## config.mk

```make
export PLATFORM = sky130hd
export DESIGN_NAME = instr_decoder
export DESIGN_NICKNAME = d
export VERILOG_FILES = /design/src/rtl/instr_decoder_pkg.sv /design/src/rtl/instr_decoder.sv
export VERILOG_INCLUDE_DIRS = /design/src /design/src/rtl
export SDC_FILE = /design/constraint.sdc
export NUM_CORES = 1
export LEC_CHECK = 0
export BUFFER_PORTS_ARGS = -buffer_cell sky130_fd_sc_hd__clkbuf_2
export CAP_MARGIN = 10
export CORE_MARGIN = 2
export CORE_UTILIZATION = 56
export DETAILED_ROUTE_END_ITERATION = 6
export GPL_TIMING_DRIVEN = 1
export PLACE_DENSITY = 0.95
export SYNTH_ARGS = -nofsm -noshare
export SYNTH_HDL_FRONTEND = slang
export SYNTH_SLANG_ARGS = --single-unit
```

## constraint.sdc

```tcl
create_clock -name clk -period 7.22 [get_ports clk]
set_clock_uncertainty 0.05 [all_clocks]
set_input_delay 1.805 -clock clk [delete_from_list [all_inputs] [get_ports clk]]
set_output_delay 1.805 -clock clk [all_outputs]
set_load 0.005 [all_outputs]
```

## src/rtl/instr_decoder_defines.svh

```systemverilog
/*
 * Constants for the 14-bit instruction decoder: register offsets, field
 * positions, reset values and timing counts.
 * Assumes inclusion by bare name from the bench and the decoder.
 */
`ifndef INSTR_DECODER_DEFINES_SVH
`define INSTR_DECODER_DEFINES_SVH

// timing
`define CLK_PERIOD_NS      10
`define PHASES_PER_CYCLE   4

// register byte offsets on the bus
`define REG_CTRL           8'h00
`define REG_TIMER_ADDR     8'h04
`define REG_PORT_RANGE     8'h08
`define REG_STATUS         8'h0C
`define REG_LAST_WORD      8'h10

// control register fields
`define CTRL_RUN_BIT       0
`define CTRL_PRESC_T0_BIT  1
`define CTRL_RESET         32'h0000_0001

// reset values of the address registers
`define TIMER_ADDR_RESET   7'h01
`define PORT_LO_RESET      7'h05
`define PORT_HI_RESET      7'h09

// instruction word fields
`define WORD_MSB           13
`define FILE_MSB           6
`define DEST_BIT           7
`define BIT_IDX_LSB        7
`define UPPER_PC_LO        3

`endif

```

## src/rtl/instr_decoder_pkg.sv

```systemverilog
/*
 * Types for the 14-bit instruction decoder: operation enumeration and the
 * decoded-control carrier handed to the datapath.
 * Assumes instr_decoder_defines.svh is on the include path.
 */
package instr_decoder_pkg;
    typedef enum logic [5:0] {
        OP_NOP, OP_STORE_ACC, OP_CLR_ACC, OP_CLR_FILE, OP_SUB_FILE, OP_DEC,
        OP_IOR_FILE, OP_AND_FILE, OP_XOR_FILE, OP_ADD_FILE, OP_MOVE_FILE,
        OP_COMP, OP_INC, OP_DEC_SKIPZ, OP_ROT_RIGHT, OP_ROT_LEFT, OP_SWAP,
        OP_INC_SKIPZ, OP_BIT_CLR, OP_BIT_SET, OP_SKIP_IF_CLR, OP_SKIP_IF_SET,
        OP_CALL, OP_JUMP, OP_LOAD_LIT, OP_RET_LIT, OP_IOR_LIT, OP_AND_LIT,
        OP_XOR_LIT, OP_SUB_LIT, OP_ADD_LIT, OP_CLR_WATCHDOG, OP_STANDBY,
        OP_RET_INT, OP_RET_SUB
    } op_e;

    typedef struct packed {
        op_e         op;
        logic        dest_file;   // result goes to file register
        logic [6:0]  file_addr;
        logic [2:0]  bit_idx;
        logic [7:0]  literal;
        logic [10:0] target;
        logic        upd_carry;
        logic        upd_digit_carry;
        logic        upd_zero;
        logic        upd_wdt_flags; // timeout_flag / powerdown_flag
        logic        writes_file;
        logic        changes_pc;
    } decode_s;
endpackage : instr_decoder_pkg
```

## src/rtl/instr_decoder.sv

```systemverilog
/*
 * Instruction decoder and execution timing for a 14-bit single-accumulator
 * core, with a classic Wishbone slave for its control and status.
 * Assumes program memory presents the next word on fetch_word, stable in the
 * last phase of each instruction cycle, and that the datapath returns the
 * operand or result of the executing instruction on alu_value by then.
 */
`timescale 1ns/1ps
`include "instr_decoder_defines.svh"

module instr_decoder
    import instr_decoder_pkg::*;
(
    input  wire logic        clk,
    input  wire logic        rst,
    input  wire logic        ce,
    input  wire logic [13:0] fetch_word,
    input  wire logic [7:0]  alu_value,
    input  wire logic [7:0]  upper_pc_latch,
    output decode_s          dec,
    output logic [1:0]       phase,
    output logic             cycle_start,
    output logic             pc_load,
    output logic [12:0]      pc_target,
    output logic             zero_flag,
    output logic             use_pin_levels,
    output logic             prescaler_clear,
    input  wire logic        wb_cyc_i,
    input  wire logic        wb_stb_i,
    input  wire logic        wb_we_i,
    input  wire logic [7:0]  wb_adr_i,
    input  wire logic [3:0]  wb_sel_i,
    input  wire logic [31:0] wb_dat_i,
    output logic [31:0]      wb_dat_o,
    output logic             wb_ack_o
);
    localparam int PHASE_LAST = `PHASES_PER_CYCLE - 1;
    logic [31:0] ctrl;
    logic [6:0]  timer_addr;
    logic [6:0]  port_lo;
    logic [6:0]  port_hi;
    logic [13:0] last_word;
    logic        cycle_end;
    logic        skip_true;
    logic        redirect;
    logic        wr_hit;
    decode_s     next_dec;

    // decode one word; unknown encodings fall out as a plain no-op
    function automatic decode_s decode(input logic [13:0] w);
        decode_s r;
        r = '0;
        r.op = OP_NOP;
        r.file_addr = w[`FILE_MSB:0];
        r.dest_file = w[`DEST_BIT];
        r.bit_idx = w[`BIT_IDX_LSB+2:`BIT_IDX_LSB];
        r.literal = w[7:0];
        r.target = w[10:0];
        case (w[13:12])
            2'h0:
            begin
                case (w[11:8])
                    4'h7: r.op = OP_ADD_FILE;
                    4'h2: r.op = OP_SUB_FILE;
                    4'h5: r.op = OP_AND_FILE;
                    4'h4: r.op = OP_IOR_FILE;
                    4'h6: r.op = OP_XOR_FILE;
                    4'hD: r.op = OP_ROT_LEFT;
                    4'hC: r.op = OP_ROT_RIGHT;
                    4'hE: r.op = OP_SWAP;
                    4'h3: r.op = OP_DEC;
                    4'hA: r.op = OP_INC;
                    4'hB: r.op = OP_DEC_SKIPZ;
                    4'hF: r.op = OP_INC_SKIPZ;
                    4'h8: r.op = OP_MOVE_FILE;
                    4'h9: r.op = OP_COMP;
                    4'h1: r.op = w[7] ? OP_CLR_FILE : OP_CLR_ACC;
                    4'h0:
                    begin
                        // store first, then fixed words, don't-care bits of no-op masked
                        if (w[7])
                            r.op = OP_STORE_ACC;
                        else if (w[6:0] == 7'h64)
                            r.op = OP_CLR_WATCHDOG;
                        else if (w[6:0] == 7'h63)
                            r.op = OP_STANDBY;
                        else if (w[6:0] == 7'h09)
                            r.op = OP_RET_INT;
                        else if (w[6:0] == 7'h08)
                            r.op = OP_RET_SUB;
                        else
                            r.op = OP_NOP;
                    end
                    default: r.op = OP_NOP;
                endcase
            end
            2'h1:
            begin
                case (w[11:10])
                    2'h0: r.op = OP_BIT_CLR;
                    2'h1: r.op = OP_BIT_SET;
                    2'h2: r.op = OP_SKIP_IF_CLR;
                    default: r.op = OP_SKIP_IF_SET;
                endcase
            end
            2'h2: r.op = w[11] ? OP_JUMP : OP_CALL;
            default:
            begin
                casez (w[11:8])
                    4'b111?: r.op = OP_ADD_LIT;
                    4'b110?: r.op = OP_SUB_LIT;
                    4'h9: r.op = OP_AND_LIT;
                    4'h8: r.op = OP_IOR_LIT;
                    4'hA: r.op = OP_XOR_LIT;
                    4'b00??: r.op = OP_LOAD_LIT;
                    4'b01??: r.op = OP_RET_LIT;
                    default: r.op = OP_NOP;
                endcase
            end
        endcase
        // flag selection per operation
        case (r.op)
            OP_ADD_FILE, OP_SUB_FILE, OP_ADD_LIT, OP_SUB_LIT:
            begin
                r.upd_carry = 1'b1;
                r.upd_digit_carry = 1'b1;
                r.upd_zero = 1'b1;
            end
            OP_AND_FILE, OP_IOR_FILE, OP_XOR_FILE, OP_DEC, OP_INC, OP_MOVE_FILE,
            OP_COMP, OP_CLR_FILE, OP_CLR_ACC, OP_AND_LIT, OP_IOR_LIT, OP_XOR_LIT:
                r.upd_zero = 1'b1;
            OP_ROT_LEFT, OP_ROT_RIGHT:
                r.upd_carry = 1'b1;
            OP_CLR_WATCHDOG, OP_STANDBY:
                r.upd_wdt_flags = 1'b1;
            default: r.upd_zero = 1'b0;
        endcase
        // literal-format results and fixed ops never land in a file register
        case (r.op)
            OP_STORE_ACC, OP_CLR_FILE, OP_BIT_CLR, OP_BIT_SET:
            begin
                r.dest_file = 1'b1;
                r.writes_file = 1'b1;
            end
            OP_ADD_FILE, OP_SUB_FILE, OP_AND_FILE, OP_IOR_FILE, OP_XOR_FILE,
            OP_ROT_LEFT, OP_ROT_RIGHT, OP_SWAP, OP_DEC, OP_INC, OP_DEC_SKIPZ,
            OP_INC_SKIPZ, OP_MOVE_FILE, OP_COMP:
                r.writes_file = r.dest_file;
            default: r.dest_file = 1'b0;
        endcase
        r.changes_pc = (r.op == OP_CALL) || (r.op == OP_JUMP) || (r.op == OP_RET_LIT) ||
                       (r.op == OP_RET_INT) || (r.op == OP_RET_SUB);
        return r;
    endfunction : decode

    // four clock phases make one instruction cycle
    always_ff @(posedge clk or posedge rst)
    begin
        if (rst)
            phase <= 2'h0;
        else if (ce)
            phase <= (phase == PHASE_LAST[1:0]) ? 2'h0 : phase + 2'h1;
    end

    assign cycle_start = ce && (phase == 2'h0);
    assign cycle_end   = ce && (phase == PHASE_LAST[1:0]);
    // skip condition from the operand or result the datapath returns
    always_comb
    begin
        case (dec.op)
            OP_DEC_SKIPZ, OP_INC_SKIPZ: skip_true = (alu_value == 8'h00);
            OP_SKIP_IF_CLR: skip_true = !alu_value[dec.bit_idx];
            OP_SKIP_IF_SET: skip_true = alu_value[dec.bit_idx];
            default: skip_true = 1'b0;
        endcase
    end

    assign redirect = dec.changes_pc || skip_true;
    // a halted core decodes everything as no-op so the datapath idles
    assign next_dec = (redirect || !ctrl[`CTRL_RUN_BIT]) ? decode(14'h0000)
                                                         : decode(fetch_word);

    // decoded word is loaded at each cycle boundary; redirect flushes it
    always_ff @(posedge clk or posedge rst)
    begin
        if (rst)
            dec <= '0;                                                    // all-zero is the no-op
        else if (cycle_end)
            dec <= next_dec;
    end

    // word last fetched at a cycle end without redirect, even while halted, kept for software inspection
    always_ff @(posedge clk or posedge rst)
    begin
        if (rst)
            last_word <= 14'h0000;
        else if (cycle_end && !redirect)
            last_word <= fetch_word;
    end

    // branch target with upper bits from the latch, one-cycle load pulse
    always_ff @(posedge clk or posedge rst)
    begin
        if (rst)
        begin
            pc_load   <= 1'b0;
            pc_target <= 13'h0000;
        end
        else if (ce)
        begin
            pc_load <= cycle_end && ((dec.op == OP_CALL) || (dec.op == OP_JUMP));
            if (cycle_end)
                pc_target <= {upper_pc_latch[`UPPER_PC_LO+1:`UPPER_PC_LO], dec.target};
        end
    end

    // zero flag follows the 8-bit result of every zero-updating op
    always_ff @(posedge clk or posedge rst)
    begin
        if (rst)
            zero_flag <= 1'b0;
        else if (cycle_end && dec.upd_zero)
            zero_flag <= (alu_value == 8'h00);
    end

    // self-modifying port access sources the pins, not the latch
    always_ff @(posedge clk or posedge rst)
    begin
        if (rst)
            use_pin_levels <= 1'b0;
        else if (cycle_end)
            use_pin_levels <= next_dec.writes_file && (next_dec.op != OP_STORE_ACC) &&
                              (next_dec.op != OP_CLR_FILE) &&
                              (next_dec.file_addr >= port_lo) &&
                              (next_dec.file_addr <= port_hi);
    end

    // timer-zero writes clear the prescaler only while it is assigned there
    always_ff @(posedge clk or posedge rst)
    begin
        if (rst)
            prescaler_clear <= 1'b0;
        else if (ce)
            prescaler_clear <= cycle_end && dec.writes_file &&
                               (dec.file_addr == timer_addr) &&
                               ctrl[`CTRL_PRESC_T0_BIT];
    end

    // bus slave: ack a cycle after the strobe; writes land on the edge that sees ack
    assign wr_hit = wb_cyc_i && wb_stb_i && wb_we_i && wb_ack_o;
    always_ff @(posedge clk or posedge rst)
    begin
        if (rst)
            wb_ack_o <= 1'b0;
        else if (ce)
            wb_ack_o <= wb_cyc_i && wb_stb_i && !wb_ack_o;
    end

    // writable registers; lane 0 carries their bits, lane 1 the port_hi field
    always_ff @(posedge clk or posedge rst)
    begin
        if (rst)
        begin
            ctrl       <= `CTRL_RESET;
            timer_addr <= `TIMER_ADDR_RESET;
            port_lo    <= `PORT_LO_RESET;
            port_hi    <= `PORT_HI_RESET;
        end
        else if (ce && wr_hit)
        begin
            case (wb_adr_i)
                `REG_CTRL:
                    if (wb_sel_i[0])
                        ctrl <= {30'h0, wb_dat_i[1:0]};
                `REG_TIMER_ADDR:
                    if (wb_sel_i[0])
                        timer_addr <= wb_dat_i[6:0];
                `REG_PORT_RANGE:
                begin
                    if (wb_sel_i[0])
                        port_lo <= wb_dat_i[6:0];
                    if (wb_sel_i[1])
                        port_hi <= wb_dat_i[14:8];
                end
                default: ctrl <= ctrl; // unmapped writes are ignored
            endcase
        end
    end

    // read data registered with the ack; unmapped offsets read zero
    always_ff @(posedge clk or posedge rst)
    begin
        if (rst)
            wb_dat_o <= 32'h0000_0000;
        else if (ce && wb_cyc_i && wb_stb_i && !wb_ack_o)
        begin
            case (wb_adr_i)
                `REG_CTRL:       wb_dat_o <= ctrl;
                `REG_TIMER_ADDR: wb_dat_o <= {25'h0, timer_addr};
                `REG_PORT_RANGE: wb_dat_o <= {17'h0, port_hi, 1'b0, port_lo};
                `REG_STATUS:     wb_dat_o <= {16'h0, 2'h0, dec.op, 5'h0, zero_flag, phase};
                `REG_LAST_WORD:  wb_dat_o <= {18'h0, last_word};
                default:         wb_dat_o <= 32'h0000_0000;
            endcase
        end
    end

    // checks on the decoded controls and their timing
    phase_wrap_a: assert property (@(posedge clk) disable iff (rst)
        (ce && phase == 2'h3) |=> (phase == 2'h0))
        else $error("phase did not wrap after four");
    flush_after_branch_a: assert property (@(posedge clk) disable iff (rst)
        (cycle_end && dec.changes_pc) |=> (dec.op == OP_NOP))
        else $error("branch did not flush next word");
    skip_flush_a: assert property (@(posedge clk) disable iff (rst)
        (cycle_end && skip_true) |=> (dec.op == OP_NOP && !dec.writes_file))
        else $error("true skip kept fetched word");
    call_target_a: assert property (@(posedge clk) disable iff (rst)
        (cycle_end && (dec.op == OP_JUMP || dec.op == OP_CALL)) |=>
        (pc_load && pc_target == {$past(upper_pc_latch[4:3]), $past(dec.target)}))
        else $error("branch target wrong");
    zero_track_a: assert property (@(posedge clk) disable iff (rst)
        (cycle_end && dec.upd_zero) |=> (zero_flag == ($past(alu_value) == 8'h00)))
        else $error("zero flag wrong");
    skip_no_flags_a: assert property (@(posedge clk) disable iff (rst)
        (dec.op == OP_INC_SKIPZ || dec.op == OP_DEC_SKIPZ) |->
        !(dec.upd_zero || dec.upd_carry))
        else $error("skip op updates flags");
    dest_select_a: assert property (@(posedge clk) disable iff (rst)
        (dec.op == OP_ADD_FILE) |-> (dec.writes_file == dec.dest_file))
        else $error("destination select ignored");
    prescaler_clear_a: assert property (@(posedge clk) disable iff (rst)
        prescaler_clear |-> $past(dec.writes_file && dec.file_addr == timer_addr && ctrl[1]))
        else $error("prescaler cleared without timer write");
    stable_in_cycle_a: assert property (@(posedge clk) disable iff (rst)
        (ce && phase != 2'h3) |=> $stable(dec))
        else $error("decode changed mid-cycle");
    literal_to_acc_a: assert property (@(posedge clk) disable iff (rst)
        (dec.op == OP_ADD_LIT || dec.op == OP_SUB_LIT) |->
        (!dec.dest_file && dec.upd_carry && dec.upd_digit_carry && dec.upd_zero))
        else $error("literal arithmetic controls wrong");
endmodule : instr_decoder

```

==> metrics.md, run 1 <==
| Metric | Value |
|---|---|
| Status | `complete, no violations` |
| Slowest-stage cell, CP | `and3_1` |
| Most area-hungry cell type in the Yosys netlist | `dfrtp_1` |
| Post-CTS Setup Inserts | `0` |
| Synth Instances | `between 500 and 600` |
| Worst Setup SP | `alu_value[6]` |
| Final Total Pwr | `1.78 mW` |
| Routed vias/inst | `6.08` |
| Critical path buffers and inverters | `1` |
| Most common flop cell mapped by yosys | `dfrtp_1` |
| HPWL after detailed placement | `between 10000 and 15000 um` |
| Row cnt | `36` |
| Crit share post-route | `0.678` |
| Most common cell in the synthesized netlist | `dfrtp_1` |
| Post-Route WL | `14500 um` |
| Required @ worst endpoint | `around 7400 ps` |
| Tightest Hold Check Type | `flop to flop` |
| Distinct cells, synth | `between 70 and 80` |
| Synth cell count leaders | `dfrtp_1, nand2_1, buf_4, mux2_2, o21ai_0` |
| Total gr overflow | `0` |
| Worst hold endpoint | `wb_dat_o[8]` |
| Synth top area share | `0.404` |
| Hold Crit Depth | `2` |
| Element type at the critical path start | `input port` |
| Peak VDD IR | `0.138 mV` |
| Antenna Nets Post-Route | `0` |
| P_int | `about 1.2 mW` |
| # port buffers | `131` |
| Final Hold Fails | `0` |
| Routability-driven placement congestion ratio | `~0.94` |
| Vias in the first global route | `between 4000 and 5000` |
| CP max FO | `16` |
| P per Cell Area | `285 nW/um^2` |
| First-pass DRT Iterations | `6` |
| Total CTS buffers | `9` |
| Pin count of the biggest net entering global routing | `61` |
| RSZ-0062 raised after global routing | `no` |
| Max-cap violation count | `0` |
| Layout cell share with drive strength beyond 1 | `0.327` |
| Worst setup path category | `input port to flop` |
| Die width | `103 um` |
| Synthesized flop and latch total | `95` |
| DRC violations left | `0` |
| H-tree level count | `3` |
| Clock Power Share | `0.213` |
| Vias after detailed routing | `4702` |
| FMAX | `204 MHz` |
| Core area | `slightly below 10000 sq um` |
| Number of antenna diodes | `0` |
| CTS resizes | `0` |
| Ys Warns | `0` |
| Total GRT Usage | `0.276` |
| Slew at the pin closest to its max-slew limit | `~960 ps` |
| Non-Filler Instances | `773` |
| Worst stage delay on the critical path | `500 ps` |
| Root Driver | `clkbuf_8` |
| Die ar. | `10700 sq um` |
| Pleak | `around 3.1 nW` |
| Wire per inst | `between 15 and 20 um` |
| Nets | `~740` |
| Critical Path AT | `5110 ps` |
| Dpl cells | `approximately 760` |
| Post-layout util | `0.645` |
| Reg2reg path depth | `13` |
| Post-synth EDFFs | `0` |
| Initial antenna violation count | `0` |
| Slew margin rel. | `0.358` |
| Seq/Total Area, Yosys | `0.433` |
| Vert. Die Dim | `103 um` |
| Tmin final | `around 4900 ps` |
| Clock Path Buffers | `2` |
| CP top delay family | `compound AO/OA/AOI/OAI gates` |
| Sequential power share | `0.453` |
| Ranking of synthesized cells by area | `dfrtp_1, mux2_2, buf_4` |
| Worst reg2reg path startpoint | `dec[26]` |
| Initial DRC count | `425` |
| Combinational share of power | `0.333` |
| Setup violations, final | `0` |
| Max-slew violations | `0` |
| Hold-fix buffers at CTS | `0` |
| FFs w/ async S/R, synth | `1.00` |
| Hold_sp | `wb_dat_o[8]` |
| Switching Share | `0.350` |
| Mean post-synth cell area | `10.3 sq um` |
| Clock latency on the worst-skew pair | `between 300 and 400 ps` |
| Worst-path clk slew | `90 ps` |
| R2r setup slk | `3270 ps` |
| Io pins | `175` |
| CTS tree | `done` |
| P&R area growth vs syn | `13.3%` |
| Starting Density | `0.569` |
| First-pass GRT wire length | `22200 um` |
| Switching pwr | `0.624 mW` |
| Critical R2R Capture | `use_pin_levels` |
| Fin Setup TNS | `0 ps` |
| Fin Hold WS | `447 ps` |
| Post-synthesis cell area | `roughly 5500 sq um` |
| Sink Count | `95` |
| Critical-path cell list | `clkbuf_2 > mux4_2 > mux2i_1 > mux2i_1 > and3_1 > nand2_1 > ha_1 > nand2b_1 > a21o_1 > a21o_1 > a211oi_1 > o31a_1 > a31o_2 > o41ai_1` |
| Crit path capture type | `flop` |
==> cells in the final DEF, fill, tap and decap left out, drive strengths merged, types with 12 or more instances in the layout <==
cell type | Yosys | routed
a222oi | 12 | 12
ha | 20 | 20
nor2 | 15 | 15
dfrtp | 89 | 89
o21ai | 54 | 54
conb | 1 | 17
mux2 | 46 | 46
clkbuf | 15 | 142
inv | 24 | 23
nand2 | 62 | 62
==> power by group through the flow <==
stage	logic [mW]	clock network (mW)	registers (mW)
floorplan	0.408	0	0.784
global placement	0.559	0	0.801
detailed placement	0.588	0	0.813
CTS	0.592	0.380	0.802
global route	0.667	0.400	0.826
finish	0.594	0.380	0.807
==> worst min-delay path: cells and delay by family (launching register included) <==
kind               cells  cell delay [ps]
DFF                    1              350
AOI/OAI and AO/OA      1               60
and+or+nand+nor        1               50
==> worst max-delay path by stage <==
stage | end | cells past startpoint | slack [ps]
after global placement | use_pin_levels | 14 | 2180
after detailed placement | use_pin_levels | 14 | 1970
final | use_pin_levels | 14 | 2320
after global routing | use_pin_levels | 14 | 2130
after CTS | use_pin_levels | 14 | 2370
after floorplan | use_pin_levels | 15 | 2410
==> cell type report <==
| class | count | area, sq um |
|---|---|---|
| flip-flops and latches | 95 | 2380 |
| multi-input cells | 371 | 2720 |
| clock inverters | 5 | 75.1 |
| well taps | 133 | 166 |
| clock buffers | 11 | 131 |
| inverters | 24 | 91.3 |
| repair buffers | 134 | 678 |
| fillers | 750 | 3440 |
==> cell families (layout without fill, tap and decap cells) <==
family,after synthesis,after routing,synth area share
fa+ha+maj,22,22,0.0490
xor+xnor,10,10,0.0159
mux,55,55,0.115
buf+inv,83,174,0.0854
simple gates,152,152,0.157
flops,95,95,0.433
compound gates,115,115,0.144
other cells,1,17,0.000680
==> routing by layer <==
metal	up-vias	global-route usage	wire length, um
met3	67	0.0638	1220
li1	2081	-	-
met2	282	0.468	7120
met5	-	0	0
met4	0	0.169	801
met1	2272	0.318	5340
==> per-stage QoR <==
step           area, sq um  worst slack (ps)
2_1_floorplan         5570              2410
3_3_place_gp          6040              2180
3_5_place_dp          6040              1970
4_1_cts               6240              2370
5_1_grt               6240              2130
6_report              6240              2320
==> registers in the layout, indices dropped and copies added, names as in the netlist <==
| register | count |
|---|---|
| dec | 23 |
| use_pin_levels | 1 |
| prescaler_clear | 1 |
| phase | 2 |
| timer_addr | 7 |
| wb_dat_o | 15 |
| zero_flag | 1 |
| ctrl | 2 |
| pc_target | 13 |
| port_hi | 7 |
| wb_ack_o | 1 |
| port_lo | 7 |
| last_word | 14 |
| pc_load | 1 |
(Power assumes the default switching activity.)
==> run 2: changes to the inputs <==
ABC_AREA = 1   (was unset)
CORE_UTILIZATION = 47   (was 56)
PLACE_DENSITY = 0.86   (was 0.95)
clock period = 4 ns   (was 7.22 ns; I/O delays follow)
==> run 2 against run 1 <==
- area after synthesis up 2.1%
- critical endpoint unchanged
- largest cell class unchanged
- clock power is 130% higher
- sequential share of layout area is 1.7 points lower
- worst hold slack lost 14 ps
==> metrics.md, run 2 <==
| Metric | Value |
|---|---|
| Clock latency on the worst-skew pair | `340 ps (-40 ps)` |
| Met2 WL | `6920 um (-2.8%)` |
| Crit share post-route | `0.927` |
| Pleak | `3.48 nW (+13%)` |
| Max reg flops | `23 (unchanged)` |
| Required @ worst endpoint | `4230 ps (-3210 ps)` |
| Most common cell in the synthesized netlist | `nand2_1` |
| Final Hold Fails | `0 (unchanged)` |
| Setup violations, final | `0 (unchanged)` |
| Post-CTS Setup Inserts | `0 (unchanged)` |
| Fin Setup TNS | `0 ps (unchanged)` |
| Most area-hungry cell type in the Yosys netlist | `dfrtp_1` |
| Tmin final | `3710 ps` |
| Worst stage delay on the critical path | `300 ps (-200 ps)` |
| Most common flop cell mapped by yosys | `dfrtp_1` |
| Vias after detailed routing | `5064 (+7.7%)` |
| Worst setup path category | `input port to flop` |
| Element type at the critical path start | `input port` |
| Max Used Layer | `met4` |
| Hold-fix buffers at CTS | `0 (unchanged)` |
| Total GRT Usage | `0.228 (-0.0478)` |
| # port buffers | `131 (unchanged)` |
| Die ar. | `12900 sq um (+21%)` |
| Number of antenna diodes | `0 (unchanged)` |
| Clock Power Share | `0.335 (+0.122)` |
| Tightest Hold Check Type | `flop to flop` |
| Max-slew violations | `0 (unchanged)` |
| Ranking of synthesized cells by area | `dfrtp_1, nand2_1, inv_1` |
| Vert. Die Dim | `113 um (+9.9%)` |
| Mean post-synth cell area | `7.88 sq um (-24%)` |
| Total gr overflow | `0 (unchanged)` |
| Seq/Total Area, Yosys | `0.424 (-0.00876)` |
| Post-Route WL | `14200 um (-2.0%)` |
| Initial DRC count | `420 (-1.2%)` |
| FMAX | `roughly 270 MHz` |
| Vias in the first global route | `4742 (+3.2%)` |
| P_int | `1.83 mW (+58%)` |
| Ys Warns | `0 (unchanged)` |
| Antenna Nets Post-Route | `0 (unchanged)` |
| Critical Path AT | `3940 ps (-1170 ps)` |
| Total CTS buffers | `9 (unchanged)` |
| Row cnt | `39 (+8.3%)` |
| Critical path buffers and inverters | `5 (+4)` |
| Switching pwr | `0.783 mW (+25%)` |
| Top flop regs | `dec x23, wb_dat_o x15, last_word x14` |
| Critical-path cell list | `clkbuf_2 > or2_2 > nor4_1 > buf_4 > o211ai_1 > nand2_1 > nor2_2 > nand2_4 > nor2_1 > inv_1 > nor2_1 > ha_1 > nand2_1 > nor2_1 > a211oi_1 > o21ai_0 > o21ai_0 > inv_1 > o32ai_1 > nand3_1 > inv_1 > nand2_1 > nand2_1` |
| Routability-driven placement congestion ratio | `0.918 (-2.0%)` |
| Combinational share of power | `0.214 (-0.119)` |
| Slew at the pin closest to its max-slew limit | `898 ps (-61.1 ps)` |
| Slowest-stage cell, CP | `nor4_1` |
| Post-layout util | `0.565 (-0.0801)` |
| Leading cell type in the layout, fill and taps excluded | `nand2_1` |
| H-tree level count | `3 (unchanged)` |
| Post-Place Setup Slack | `11.0 ps (-1960 ps)` |
| Reg with most FFs | `dec` |
| Core area | `11600 sq um (+19%)` |
| Synth Instances | `714 (+34%)` |
| Synthesized flop and latch total | `95 (unchanged)` |
| Routed vias/inst | `5.22 (-14%)` |
| Wire length on met3 | `900 um (-26%)` |
| Die width | `113 um (+9.9%)` |
| Metal1 wirelength | `5990 um (+12%)` |
| Peak VDD IR | `0.241 mV (+74%)` |
| DRC violations left | `0 (unchanged)` |
| Post-synthesis cell area | `5630 sq um (+2.1%)` |
| Post-synth EDFFs | `0 (unchanged)` |
| Slew margin rel. | `0.400 (+0.0412)` |
| Sink Count | `95 (unchanged)` |
| CP most frequent cell | `nand2_1` |
| Wire per inst | `14.6 um (-22%)` |
| Pin count of the biggest net entering global routing | `50 (-18%)` |
| Clock Path Buffers | `2 (unchanged)` |
| Nets | `923 (+26%)` |
| RSZ-0062 raised after global routing | `no` |
| Starting Density | `0.486 (-0.0827)` |
| Synth top area share | `0.396 (-0.00818)` |
| Switching Share | `0.300 (-0.0506)` |
| Distinct cells, synth | `51 (-34%)` |
| Status | `complete, no violations` |
| Crit path capture type | `flop` |
| Root Driver | `clkbuf_16` |
| First-pass GRT wire length | `23300 um (+5.0%)` |
| CTS resizes | `0 (unchanged)` |
| Io pins | `175 (unchanged)` |
| Synth cell count leaders | `nand2_1, inv_1, dfrtp_1, o21ai_0, nor2_1` |
| HPWL after detailed placement | `11100 um (+1.4%)` |
| FFs w/ async S/R, synth | `1.00 (unchanged)` |
| Initial antenna violation count | `0 (unchanged)` |
| Setup ws final | `292 ps (-2030 ps)` |
| Layout cell share with drive strength beyond 1 | `0.251 (-0.0754)` |
| Worst-path clk slew | `60 ps (-30 ps)` |
| CP max FO | `6 (-10)` |
| CP top delay family | `simple AND/OR/NAND/NOR gates` |
| P per Cell Area | `400 nW/um^2 (+40%)` |
| P&R area growth vs syn | `16.1%` |
| CTS tree | `done` |
| Max-cap violation count | `0 (unchanged)` |
| Leading cell types in the layout, fill and taps excluded | `nand2_1, clkbuf_2, inv_1` |
| First-pass DRT Iterations | `5 (-1)` |
| Sequential power share | `0.450 (-0.003)` |
-- run 2: logic make-up (layout without fill, tap and decap cells) --
kind of cell             count (synthesis)  in the layout  synth area share
buffers and inverters                  165            263             0.138
other                                    1             17          0.000667
AND/OR/NAND/NOR                        277            277             0.218
XOR/XNOR                                 1              1           0.00156
AO/OA/AOI/OAI                          153            153             0.169
flip-flops                              95             95             0.424
adder cells (fa/ha/maj)                 20             20            0.0445
multiplexers                             2              2           0.00400
-- run 2: final cells by class --
cell class              count  area (sq um)
clock buffers              11           253
multi-input cells         470          2520
well taps                 143           179
flip-flops and latches     95          2380
clock inverters             5          56.3
repair buffers            137           713
fillers                  1023          5030
inverters                 110           422
-- run 2: through the flow --
| stage | hold slack [ps] | std cells | power, mW | cell area, sq um |
|---|---|---|---|---|
| 6_report | 433 | 971 | 2.61 | 6530 |
| 5_1_grt | 456 | 971 | 2.75 | 6530 |
| 4_1_cts | 436 | 971 | 2.61 | 6530 |
| 3_5_place_dp | 418 | 955 | 1.75 | 6220 |
| 3_3_place_gp | 415 | 955 | 1.73 | 6220 |
| 2_1_floorplan | 392 | 730 | 1.55 | 5690 |
-- run 2: layer usage --
metal / global-route usage / up-vias
met5: 0 / -
met4: 0.0829 / 0
met3: 0.0468 / 22
met2: 0.386 / 206
met1: 0.291 / 2363
li1: - / 2473
-- run 2: worst paths after layout --
kind | startpoint | slack [ps] | end | cells past startpoint
setup / recovery | alu_value[6] | 290 | use_pin_levels | 23
hold / removal | dec[4] | 430 | dec[4] | 2
setup reg to reg | dec[25] | 650 | use_pin_levels | 23
hold reg to reg | dec[4] | 430 | dec[4] | 2
max in group asynchronous | rst | 2410 | port_hi[3] | 3
min in group asynchronous | rst | 720 | pc_target[1] | 2
-- run 2: worst reg2reg max path, delay by kind of cell, from the launching register on --
family / cells / cell delay, ps
adder cells (fa/ha/maj): 1 / 280
flip-flops: 1 / 460
AO/OA/AOI/OAI: 6 / 860
AND/OR/NAND/NOR: 12 / 1230
buffers and inverters: 4 / 430
-- run 2: power by group through the flow --
stage                     clock network (mW)  logic, mW  registers, mW
final                                  0.875      0.560           1.18
after global routing                   0.922      0.640           1.19
after CTS                              0.877      0.562           1.17
after detailed placement                   0      0.560           1.19
after global placement                     0      0.544           1.19
after floorplan                            0      0.365           1.19
==> run 3: changes to the inputs <==
ABC_CLOCK_PERIOD_IN_PS = 4000   (was unset)
CORE_ASPECT_RATIO = 1.1   (was unset)
==> run 3 against run 2 <==
- first-iteration DRC count up 9.3%
- critical path depth unchanged
- clock power up 8.2%
- largest power group unchanged
- core utilization up 0.29 points
==> metrics.md, run 3 (synthesized netlist as in run 2, its figures left out) <==
| Metric | Value |
|---|---|
| CP most frequent cell | `nand2_1` |
| P_int | `1.88 mW (+2.8%)` |
| Total gr overflow | `0 (unchanged)` |
| Leading cell type in the layout, fill and taps excluded | `nand2_1` |
| RSZ-0062 raised after global routing | `no` |
| Leading cell types in the layout, fill and taps excluded | `nand2_1, clkbuf_2, inv_1` |
| Element type at the critical path start | `input port` |
| Antenna Nets Post-Route | `0 (unchanged)` |
| Core area | `11600 sq um (+0.25%)` |
| Fin Hold WS | `435 ps (+1.35 ps)` |
| First-pass GRT wire length | `23500 um (+0.77%)` |
| Vert. Die Dim | `119 um (+4.7%)` |
| Post-CTS Setup Inserts | `0 (unchanged)` |
| Non-Filler Instances | `979 (+0.82%)` |
| Final Total Pwr | `2.69 mW (+3.1%)` |
| Critical Path AT | `3950 ps (about the same)` |
| Max-slew violations | `0 (unchanged)` |
| FMAX | `270 MHz (about the same)` |
| Tightest Hold Check Type | `flop to flop` |
| DRC violations left | `0 (unchanged)` |
| Critical-path cell list | `clkbuf_2 > or2_2 > nor4_2 > buf_4 > o211ai_1 > nand2_1 > nor2_2 > nand2_4 > nor2_1 > inv_1 > nor2_2 > ha_1 > nand2_1 > nor2_1 > a211oi_1 > o21ai_0 > o21ai_0 > inv_1 > o32ai_1 > nand3_1 > inv_1 > nand2_1 > nand2_1` |
| Die ar. | `12900 sq um (about the same)` |
| Max-cap violation count | `0 (unchanged)` |
| Final Hold Fails | `0 (unchanged)` |
| Fin Setup TNS | `0 ps (unchanged)` |
| Setup violations, final | `0 (unchanged)` |
| Row cnt | `41 (+5.1%)` |
| Worst stage delay on the critical path | `300 ps (about the same)` |
| Setup ws final | `290 ps (-2.02 ps)` |
| Post-Route WL | `14900 um (+5.1%)` |
| Status | `complete, no violations` |
| P per Cell Area | `409 nW/um^2 (+2.3%)` |
| First-pass DRT Iterations | `5 (unchanged)` |
| Worst-path clk slew | `70 ps (about the same)` |
| Clock Path Buffers | `2 (unchanged)` |
| Layout cell share with drive strength beyond 1 | `0.256 (+0.00452)` |
| Initial antenna violation count | `0 (unchanged)` |
| Wire per inst | `15.2 um (+4.3%)` |
| Routability-driven placement congestion ratio | `0.914 (-0.46%)` |
| Cell Area, Placed | `6240 sq um (+0.26%)` |
| Clock latency on the worst-skew pair | `350 ps (about the same)` |
| Switching Share | `0.302 (+0.00181)` |
| Fillers | `1038 (+1.5%)` |
| CP max FO | `6 (unchanged)` |
| Top flop regs | `dec x23, wb_dat_o x15, last_word x14` |
| Post-layout util | `0.568 (+0.00292)` |
| Tmin final | `3710 ps (+2.02 ps)` |
| Pin count of the biggest net entering global routing | `96 (+92%)` |
| H-tree level count | `3 (unchanged)` |
| Root Driver | `clkbuf_16` |
| Worst setup path category | `input port to flop` |
| Die width | `108 um (-4.5%)` |
| Vias after detailed routing | `5137 (+1.4%)` |
| P&R area growth vs syn | `17.0%` |
| HPWL after detailed placement | `11200 um (+0.95%)` |
| Pleak | `3.48 nW (+0.25%)` |
| Sequential power share | `0.438 (-0.012)` |
| Crit share post-route | `0.927 (about the same)` |
| Number of antenna diodes | `0 (unchanged)` |
| Clock Power Share | `0.352 (+0.017)` |
| Crit path capture type | `flop` |
| Nets | `924 (+0.11%)` |
| Sink Count | `95 (unchanged)` |
| Required @ worst endpoint | `4240 ps (about the same)` |
| Slew at the pin closest to its max-slew limit | `661 ps (-237 ps)` |
| Total GRT Usage | `0.235 (+0.00708)` |
| Starting Density | `0.485 (-0.00121)` |
| Post-route cell area | `6580 sq um (+0.77%)` |
| Routed vias/inst | `5.25 (+0.61%)` |
| Initial DRC count | `459 (+9.3%)` |
| CTS tree | `done` |
| Area taken by multi-input logic gates | `2530 sq um (+0.45%)` |
| Peak VDD IR | `0.246 mV (+1.9%)` |
| Dpl cells | `963 (+0.84%)` |
| Max reg flops | `23 (unchanged)` |
| Io pins | `175 (unchanged)` |
| Combinational share of power | `0.210 (-0.004)` |
| Post-Place Setup Slack | `39.8 ps (+28.8 ps)` |
| Reg with most FFs | `dec` |
| Total CTS buffers | `9 (unchanged)` |
| # port buffers | `131 (unchanged)` |
| Switching pwr | `0.812 mW (+3.7%)` |
| Slew margin rel. | `0.558 (+0.158)` |
| Vias in the first global route | `4805 (+1.3%)` |
| Slowest-stage cell, CP | `or2_2` |
| Register Area | `2380 sq um (unchanged)` |
==> run 3: worst paths after layout <==
| kind | depth (start not counted) | slack, ps | to | start |
|---|---|---|---|---|
| max | 23 | 290 | use_pin_levels | alu_value[6] |
| min | 2 | 430 | pc_load | pc_load |
| max reg2reg | 23 | 520 | use_pin_levels | dec[25] |
| min reg2reg | 2 | 430 | pc_load | pc_load |
| max in group asynchronous | 3 | 2800 | timer_addr[0] | rst |
| min in group asynchronous | 3 | 660 | pc_target[1] | rst |
==> run 3: worst max-delay path: cells and delay by family <==
family	cells	cell delay [ps]
AO/OA/AOI/OAI	5	740
buffers and inverters	5	570
adder cells (fa/ha/maj)	1	290
AND/OR/NAND/NOR	12	1330
==> run 3: per-layer routing <==
metal,global-route usage,up-vias,routed length [um]
met1,0.284,2378,5760
met3,0.0458,46,1120
li1,-,2484,-
met4,0.138,0,680
met5,0,-,0
met2,0.386,229,7360
==> run 3: cell type report <==
cell class              instances  share of cell area
flip-flops and latches         95               0.362
inverters                     110              0.0641
well taps                     150              0.0285
multi-input cells             470               0.385
clock inverters                 6              0.0141
clock buffers                  10              0.0363
repair buffers                138               0.110
==> run 3: power groups by stage <==
stage                     clock network, mW  logic [mW]  registers, mW
after floorplan                           0       0.365           1.19
after global placement                    0       0.540           1.19
after detailed placement                  0       0.557           1.20
after CTS                             0.948       0.565           1.18
after global routing                  0.986       0.647           1.20
final                                 0.947       0.565           1.18
==> run 3: repair_timing <==
| action | 4_1_cts | 5_1_grt |
|---|---|---|
| gates resized for setup | 0 | 3 |
| hold buffers | 0 | 0 |
| setup endpoints to repair | 0 | 1 |
